[src/ssr_pkg.sv]
// shared types and constants for the status, service request and trigger block
package ssr_pkg;

  // status byte bit positions
  localparam int unsigned SBIT_BUSY = 0;
  localparam int unsigned SBIT_SEQ_RUN = 1;
  localparam int unsigned SBIT_ERR_QUEUE = 2;
  localparam int unsigned SBIT_QSUM = 3;
  localparam int unsigned SBIT_MAV = 4;
  localparam int unsigned SBIT_ESB = 5;
  localparam int unsigned SBIT_MSS = 6;
  localparam int unsigned SBIT_OSUM = 7;

  // mask bits software may program; the summary position is never writable
  localparam logic [7:0] MASK_WRITABLE = 8'hbf;
  localparam logic [7:0] MASK_RESET = 8'h00;

  // self-test error bits reported by each query
  localparam logic [7:0] TST_BASIC_BITS = 8'h17;
  localparam logic [7:0] TST_DIAG_BITS = 8'hf7;
  localparam logic [7:0] TST_PASS = 8'h00;

  // trigger levels and setpoints
  localparam int unsigned LEVEL_W = 16;
  localparam logic [15:0] LEVEL_RESET = 16'h0000;

  // command opcodes on the command port
  typedef enum logic [3:0] {
    SSR_OP_NOP = 4'h0,
    SSR_OP_SET_MASK = 4'h1,
    SSR_OP_QRY_MASK = 4'h2,
    SSR_OP_QRY_STATUS = 4'h3,
    SSR_OP_SERIAL_POLL = 4'h4,
    SSR_OP_BUS_TRIG = 4'h5,
    SSR_OP_GROUP_TRIG = 4'h6,
    SSR_OP_INITIATE = 4'h7,
    SSR_OP_CONT_ARM = 4'h8,
    SSR_OP_TRIG_SRC = 4'h9,
    SSR_OP_SET_TRIG_VOLT = 4'ha,
    SSR_OP_SET_TRIG_CURR = 4'hb,
    SSR_OP_SELF_TEST = 4'hc,
    SSR_OP_DIAG_TEST = 4'hd,
    SSR_OP_WAIT_CONT = 4'he
  } ssr_op_t;

  // one command as presented by the bus controller side
  typedef struct packed {
    logic valid;
    ssr_op_t op;
    logic [15:0] data;
  } ssr_cmd_t;

  // live summary sources feeding the status byte
  typedef struct packed {
    logic operation_summary;
    logic event_summary;
    logic message_available;
    logic questionable_summary;
    logic error_queue_pending;
    logic sequence_running;
    logic busy;
  } ssr_src_t;

  // complete state of the top module
  typedef struct packed {
    logic [7:0] service_request_mask;
    logic rqs;
    logic mss_d;
    logic armed;
    logic waiting_for_trigger;
    logic continuous_arming;
    logic src_bus;
    logic [15:0] trigger_voltage_level;
    logic [15:0] trigger_current_level;
    logic [15:0] setpoint_volt;
    logic [15:0] setpoint_curr;
    logic wai_hold;
    logic tst_busy;
    logic tst_diag;
    logic tst_start;
    logic rsp_valid;
    logic [7:0] rsp_data;
  } ssr_state_t;

endpackage

[src/ssr_selftest.sv]
// packs subtest failures into the self-test answer code
`timescale 1ns/10ps
module ssr_selftest (
  // inputs
  input wire logic [7:0] fail_i,
  input wire logic diag_i,
  // outputs
  output logic [7:0] code_o
);

  // keep only the bits the chosen query may report
  function automatic logic [7:0] pack_code(input logic [7:0] fails, input logic [7:0] allowed);
    pack_code = fails & allowed;
  endfunction

  assign code_o = diag_i ? pack_code(fail_i, ssr_pkg::TST_DIAG_BITS)
                         : pack_code(fail_i, ssr_pkg::TST_BASIC_BITS);

endmodule

[src/ssr_summary.sv]
// status byte assembly and master summary evaluation
`timescale 1ns/10ps
module ssr_summary (
  // inputs
  input wire ssr_pkg::ssr_src_t src_i,
  input wire logic [7:0] mask_i,
  input wire logic rqs_i,
  // outputs
  output logic mss_o,
  output logic [7:0] sbyte_query_o,
  output logic [7:0] sbyte_poll_o
);

  logic [7:0] raw;
  logic [7:0] hits;

  // summary position is left zero so it can never feed itself
  assign raw = {src_i.operation_summary, 1'b0, src_i.event_summary, src_i.message_available,
                src_i.questionable_summary, src_i.error_queue_pending,
                src_i.sequence_running, src_i.busy};

  // per-bit enable gating
  genvar g;
  generate
    for (g = 0; g < 8; g++) begin : g_and
      assign hits[g] = raw[g] & mask_i[g];
    end
  endgenerate

  // or of all enabled bits, live every cycle
  assign mss_o = |(hits & ssr_pkg::MASK_WRITABLE);
  assign sbyte_query_o = raw | ({7'h00, mss_o} << ssr_pkg::SBIT_MSS);
  assign sbyte_poll_o = raw | ({7'h00, rqs_i} << ssr_pkg::SBIT_MSS);

endmodule

[src/ssr_trigger.sv]
// status byte, service request mask, bus trigger, self-test and wait-to-continue
`timescale 1ns/10ps

// What this block does
// - mask is 0..255, bit 6 never programmable
// - enabled status bits ORed set bit 6
// - request flag clears on poll, summary does not
// - status byte layout from operation to busy
// - mask query returns present mask
// - status query shows summary, clears nothing
// - serial poll shows request flag, then clears
// - status bits clear only via their sources
// - bus trigger needs bus source, armed, waiting
// - without continuous arming, initiate arms once
// - unarmed trigger does nothing, no error
// - firing loads levels, clears waiting flag
// - continuous arming rearms and sets waiting
// - triggers act only when addressed listener
// - output off ignores bus triggers
// - self-test runs all, zero means pass
// - basic self-test reports bits 0,1,2,4
// - bits 5..7 only from extended diagnostic
// - wait holds commands until all complete
module ssr_trigger (
  // clock, reset, enable
  input wire logic core_clk_i,
  input wire logic rst_n_i,
  input wire logic ce_i,
  // command port from the bus controller side
  input wire ssr_pkg::ssr_cmd_t cmd_i,
  output logic cmd_ready_o,
  output logic rsp_valid_o,
  output logic [7:0] rsp_data_o,
  // device context
  input wire ssr_pkg::ssr_src_t src_i,
  input wire logic listener_i,
  input wire logic output_on_i,
  input wire logic ops_busy_i,
  // self-test engine
  output logic tst_start_o,
  output logic tst_diag_o,
  input wire logic tst_done_i,
  input wire logic [7:0] tst_fail_i,
  // trigger and output levels, summary and request flag
  output logic waiting_for_trigger_o,
  output logic armed_o,
  output logic trig_fire_o,
  output logic [15:0] setpoint_volt_o,
  output logic [15:0] setpoint_curr_o,
  output logic mss_o,
  output logic rqs_o
);

  ssr_pkg::ssr_state_t st_r;
  ssr_pkg::ssr_state_t st_nxt;
  // strobes decoded from the command port and the live summary
  logic accept;
  logic mss;
  logic [7:0] sbyte_query;
  logic [7:0] sbyte_poll;
  logic [7:0] tst_code;
  logic is_trig;
  logic fire;
  logic rqs_set;
  logic poll_acc;

  // status byte and summary, combinational so they follow sources at once
  ssr_summary u_summary (
    .src_i(src_i),
    .mask_i(st_r.service_request_mask),
    .rqs_i(st_r.rqs),
    .mss_o(mss),
    .sbyte_query_o(sbyte_query),
    .sbyte_poll_o(sbyte_poll)
  );

  // self-test answer packing
  ssr_selftest u_selftest (
    .fail_i(tst_fail_i),
    .diag_i(st_r.tst_diag),
    .code_o(tst_code)
  );

  // commands stall while a wait or a self-test is outstanding
  assign cmd_ready_o = !st_r.wai_hold && !st_r.tst_busy;
  assign accept = cmd_i.valid && cmd_ready_o && ce_i;
  assign is_trig = accept && (cmd_i.op == ssr_pkg::SSR_OP_BUS_TRIG ||
                              cmd_i.op == ssr_pkg::SSR_OP_GROUP_TRIG);

  // all firing conditions in one term
  assign fire = is_trig && listener_i && output_on_i && st_r.src_bus
                && st_r.armed && st_r.waiting_for_trigger;

  // request flag rises with the summary; a new rise beats a poll clear
  assign rqs_set = mss && !st_r.mss_d;
  assign poll_acc = accept && cmd_i.op == ssr_pkg::SSR_OP_SERIAL_POLL;

  // next-state logic
  always_comb begin
    st_nxt = st_r;
    st_nxt.rsp_valid = 1'b0;
    st_nxt.tst_start = 1'b0;
    st_nxt.mss_d = mss;
    st_nxt.rqs = rqs_set || (st_r.rqs && !poll_acc);
    // wait ends once earlier work and level changes settle
    if (st_r.wai_hold && !ops_busy_i) begin
      st_nxt.wai_hold = 1'b0;
    end
    // all subtests report together, so no early exit on a failure
    if (st_r.tst_busy && tst_done_i) begin
      st_nxt.tst_busy = 1'b0;
      st_nxt.rsp_valid = 1'b1;
      st_nxt.rsp_data = tst_code;
    end
    if (accept) begin
      case (cmd_i.op)
        ssr_pkg::SSR_OP_SET_MASK: begin
          st_nxt.service_request_mask = cmd_i.data[7:0] & ssr_pkg::MASK_WRITABLE;
        end
        ssr_pkg::SSR_OP_QRY_MASK: begin
          st_nxt.rsp_valid = 1'b1;
          st_nxt.rsp_data = st_r.service_request_mask;
        end
        ssr_pkg::SSR_OP_QRY_STATUS: begin
          st_nxt.rsp_valid = 1'b1;
          st_nxt.rsp_data = sbyte_query;
        end
        ssr_pkg::SSR_OP_SERIAL_POLL: begin
          st_nxt.rsp_valid = 1'b1;
          st_nxt.rsp_data = sbyte_poll;
        end
        ssr_pkg::SSR_OP_INITIATE: begin
          st_nxt.armed = 1'b1;
          st_nxt.waiting_for_trigger = 1'b1;
        end
        ssr_pkg::SSR_OP_CONT_ARM: begin
          st_nxt.continuous_arming = cmd_i.data[0];
          if (cmd_i.data[0]) begin
            st_nxt.armed = 1'b1;
            st_nxt.waiting_for_trigger = 1'b1;
          end
        end
        ssr_pkg::SSR_OP_TRIG_SRC: begin
          st_nxt.src_bus = cmd_i.data[0];
        end
        ssr_pkg::SSR_OP_SET_TRIG_VOLT: begin
          st_nxt.trigger_voltage_level = cmd_i.data;
        end
        ssr_pkg::SSR_OP_SET_TRIG_CURR: begin
          st_nxt.trigger_current_level = cmd_i.data;
        end
        ssr_pkg::SSR_OP_SELF_TEST, ssr_pkg::SSR_OP_DIAG_TEST: begin
          st_nxt.tst_busy = 1'b1;
          st_nxt.tst_start = 1'b1;
          st_nxt.tst_diag = (cmd_i.op == ssr_pkg::SSR_OP_DIAG_TEST);
        end
        ssr_pkg::SSR_OP_WAIT_CONT: begin
          st_nxt.wai_hold = 1'b1;
        end
        default: begin
          // triggers are handled below; unknown opcodes are dropped
        end
      endcase
    end
    // a trigger that cannot fire leaves everything untouched
    if (fire) begin
      st_nxt.setpoint_volt = st_r.trigger_voltage_level;
      st_nxt.setpoint_curr = st_r.trigger_current_level;
      st_nxt.armed = st_r.continuous_arming;
      st_nxt.waiting_for_trigger = st_r.continuous_arming;
    end
  end

  // state register; enable low freezes everything
  always_ff @(posedge core_clk_i or negedge rst_n_i) begin
    if (!rst_n_i) begin
      st_r <= '0;
      st_r.service_request_mask <= ssr_pkg::MASK_RESET;
      st_r.trigger_voltage_level <= ssr_pkg::LEVEL_RESET;
      st_r.trigger_current_level <= ssr_pkg::LEVEL_RESET;
      st_r.setpoint_volt <= ssr_pkg::LEVEL_RESET;
      st_r.setpoint_curr <= ssr_pkg::LEVEL_RESET;
    end else if (ce_i) begin
      st_r <= st_nxt;
    end
  end

  // outputs
  assign rsp_valid_o = st_r.rsp_valid;
  assign rsp_data_o = st_r.rsp_data;
  assign tst_start_o = st_r.tst_start;
  assign tst_diag_o = st_r.tst_diag;
  assign waiting_for_trigger_o = st_r.waiting_for_trigger;
  assign armed_o = st_r.armed;
  assign trig_fire_o = fire;
  assign setpoint_volt_o = st_r.setpoint_volt;
  assign setpoint_curr_o = st_r.setpoint_curr;
  assign mss_o = mss;
  assign rqs_o = st_r.rqs;
endmodule

[config.mk]
export PLATFORM = sky130hd
export DESIGN_NAME = ssr_trigger
export DESIGN_NICKNAME = d
export VERILOG_FILES = /design/src/ssr_pkg.sv /design/src/ssr_selftest.sv /design/src/ssr_summary.sv /design/src/ssr_trigger.sv
export SDC_FILE = /design/constraint.sdc
export NUM_CORES = 1
export LEC_CHECK = 0
export BUFFER_PORTS_ARGS = -buffer_cell sky130_fd_sc_hd__clkbuf_2
export CORE_MARGIN = 1
export CORE_UTILIZATION = 54
export DETAILED_ROUTE_END_ITERATION = 6
export PLACE_DENSITY = 0.79
export RECOVER_POWER = 50
export SYNTH_ARGS = -nofsm -noshare
export SYNTH_HDL_FRONTEND = slang
export SYNTH_HIERARCHICAL = 1
export SYNTH_SLANG_ARGS = --single-unit
[constraint.sdc]
create_clock -name core_clk_i -period 2.4 [get_ports core_clk_i]
set_input_delay 0.12 -clock core_clk_i [delete_from_list [all_inputs] [get_ports core_clk_i]]
set_output_delay 0.12 -clock core_clk_i [all_outputs]
set_load 0.05 [all_outputs]
==> impl_metrics.tcl <==
set metrics [dict create \
    rsz0062_at_grt "false" \
    tns_ns 0 \
    netSwitchingFraction_pct 30.2 \
    syn_inst 325 \
    cts_buffers 9 \
    syn_nets 368 \
    layout-area-overhead-vs-synth_pct 10.4 \
    wl_per_cell_um 16.0 \
    arrival_ns 2.13 \
    worstMarginPinSlew_ns 1.21 \
    period_needed_ns 2.25 \
    finalNetCount 415 \
    clk_path_buf_depth 2 \
    clockPowerShare_pct 31.0 \
    initial_core_util_pct 57.0 \
    dp.cells 450 \
    drive_gt1_share_pct 46.4 \
    relSlewSlack_pct 19.7 \
    finalClockSkew_ns 0.00740 \
    first_iter_violations 66 \
    cts_sinks 89 \
    p_comb_share_pct 19.6 \
    ir_drop_uv 422 \
    crit_required_ns 2.28 \
    worstSetupPathType "flop to output pin" \
    gp_congestion 0.809 \
    io_buffers 90 \
    ios 92 \
    holdCritPathClass "primary input to flop" \
    placed_cell_area_um2 4350 \
    die_h_um 90.2 \
    finalHoldViolCount 0 \
    cts_tree "yes" \
    finalNonFillerCells 476 \
    outcome "finished, final reports clean" \
    grt_max_degree 51 \
    ys_warn_count 6 \
    wl_mm 7.63 \
    core_um2 7370 \
    final_min_period_over_clock_period_pct 93.8 \
    die-area_um2 8140 \
    antenna_found_initial 0 \
    startpoint_type "flop" \
    seqPwrFrac_pct 49.5 \
    clk_pin_slew_ns 0.08 \
    syn_area_um2 4200 \
    final_cell_area_um2 4640 \
    endpoint_kind "output pin" \
    max_stage_delay_ns 0.42 \
    grt_pass1_wl_mm 12.3 \
    syn_area_per_cell_um2 12.9 \
    p_leak_nw 2.28 \
    htreeDepth 3 \
    ant_nets 0 \
    p_int_mw 2.56 \
    p_per_area_nw_per_um2 791 \
    rows 31 \
    worstPathCellList "nand4bb_2 -> or3b_4 -> nor3_4 -> buf_12 -> clkbuf_4" \
    timing.fmax_mhz 444 \
    clk_latency_ns 0.35 \
    finish.utilization_pct 62.9 \
    slew_violations 0 \
    vias 2537 \
    diodes 0 \
    grt_pass1_vias 2556 \
    dr.pass1.iters 4 \
    switchingPower_mw 1.11 \
    maxCapViolCount 0 \
    viasPerCell 5.33 \
    gr-total-overflow 0 \
    slowest_stage "dfrtp_1" \
    cts.root.buffer_cell "clkbuf_8" \
    dp_hpwl_mm 5.16 \
    drc 0 \
    grt_util_all_layers_pct 19.4 \
    cp_max_fo 17 \
    die_w_um 90.2 \
    setup_viol 0 \
]
==> layer usage <==
metal | share of wire (%) | track usage [%] | vias up
met2 | 49 | 31.9 | 78
met4 | 1.4 | 6.45 | 0
li1 | - | - | 1183
met1 | 44 | 24.4 | 1265
met3 | 5.8 | 5.84 | 11
met5 | 0 | 0 | -
==> placed cells by master, fill, tap and decap left out, drive strengths merged, types with 2 or more instances in the layout <==
cell and count:
a21o 2, a221o 5, a22oi 3, a311oi 3, a32oi 4, and2 4, and3 3, buf 8
bufinv 2, clkbuf 103, clkinvlp 2, dfrtp 89, dlygate4sd3 8, inv 6, mux2 77, mux2i 3
nand2 3, nand3 5, nand4b 2, nor2 14, nor3 7, o21ai 6, or3b 2
==> sequential cells by signal, summed over array words and instances, names as in the netlist, 8 cells and up <==
register         count
setpoint_volt_o     16
rsp_data_o           8
st_r                44
setpoint_curr_o     16
==> repair_timing <==
item,CTS,global route
endpoints found under the setup margin,0,1
hold buffers,8,0
buffers inserted,0,1
endpoints found under the hold margin,57,0
gates resized for setup,0,2
==> power by group through the flow <==
stage / clock network, mW / logic, mW / registers [mW]
finish: 1.14 / 0.717 / 1.81
CTS: 1.17 / 0.737 / 1.82
floorplan: 0 / 0.592 / 1.86
detailed placement: 0 / 0.725 / 1.85
global placement: 0 / 0.707 / 1.83
global route: 1.23 / 0.762 / 1.84
==> cell type report <==
class                      count  area (um2)
multi-input combinational    158        1420
tap                           99         124
sequential                    89        2230
fill                         617        2730
clock inverter                 7         101
inverter                       4        15.0
clock buffer                   9         124
timing repair buffer         110         627
==> worst paths after layout <==
kind,startpoint,to,slack [ns],cells past startpoint
setup / recovery,st_r[11],trig_fire_o,0.15,5
hold / removal,cmd_i[12],st_r[73],0.02,2
setup reg to reg,st_r[11],setpoint_curr_o[5],0.27,6
hold reg to reg,st_r[81],rqs_o,0.47,1
max in group asynchronous,rst_n_i,st_r[86],0.53,3
min in group asynchronous,rst_n_i,rsp_valid_o,0.54,2
==> through the flow <==
stage	power, mW	hold WS [ns]	setup slack, ns
2_1_floorplan	2.45	-0.176	0.258
3_3_place_gp	2.54	0.173	0.383
3_5_place_dp	2.57	0.184	0.347
4_1_cts	3.73	0.00215	0.0141
5_1_grt	3.83	0.00297	0.0544
6_report	3.67	0.0209	0.148
==> critical path, delay by kind of cell (launching register included) <==
kind | cells | cell delay [ns]
buffers and inverters | 2 | 0.45
flip-flops | 1 | 0.42
AND/OR/NAND/NOR | 3 | 0.91
No activity file was read; power rests on OpenSTA's default activity.
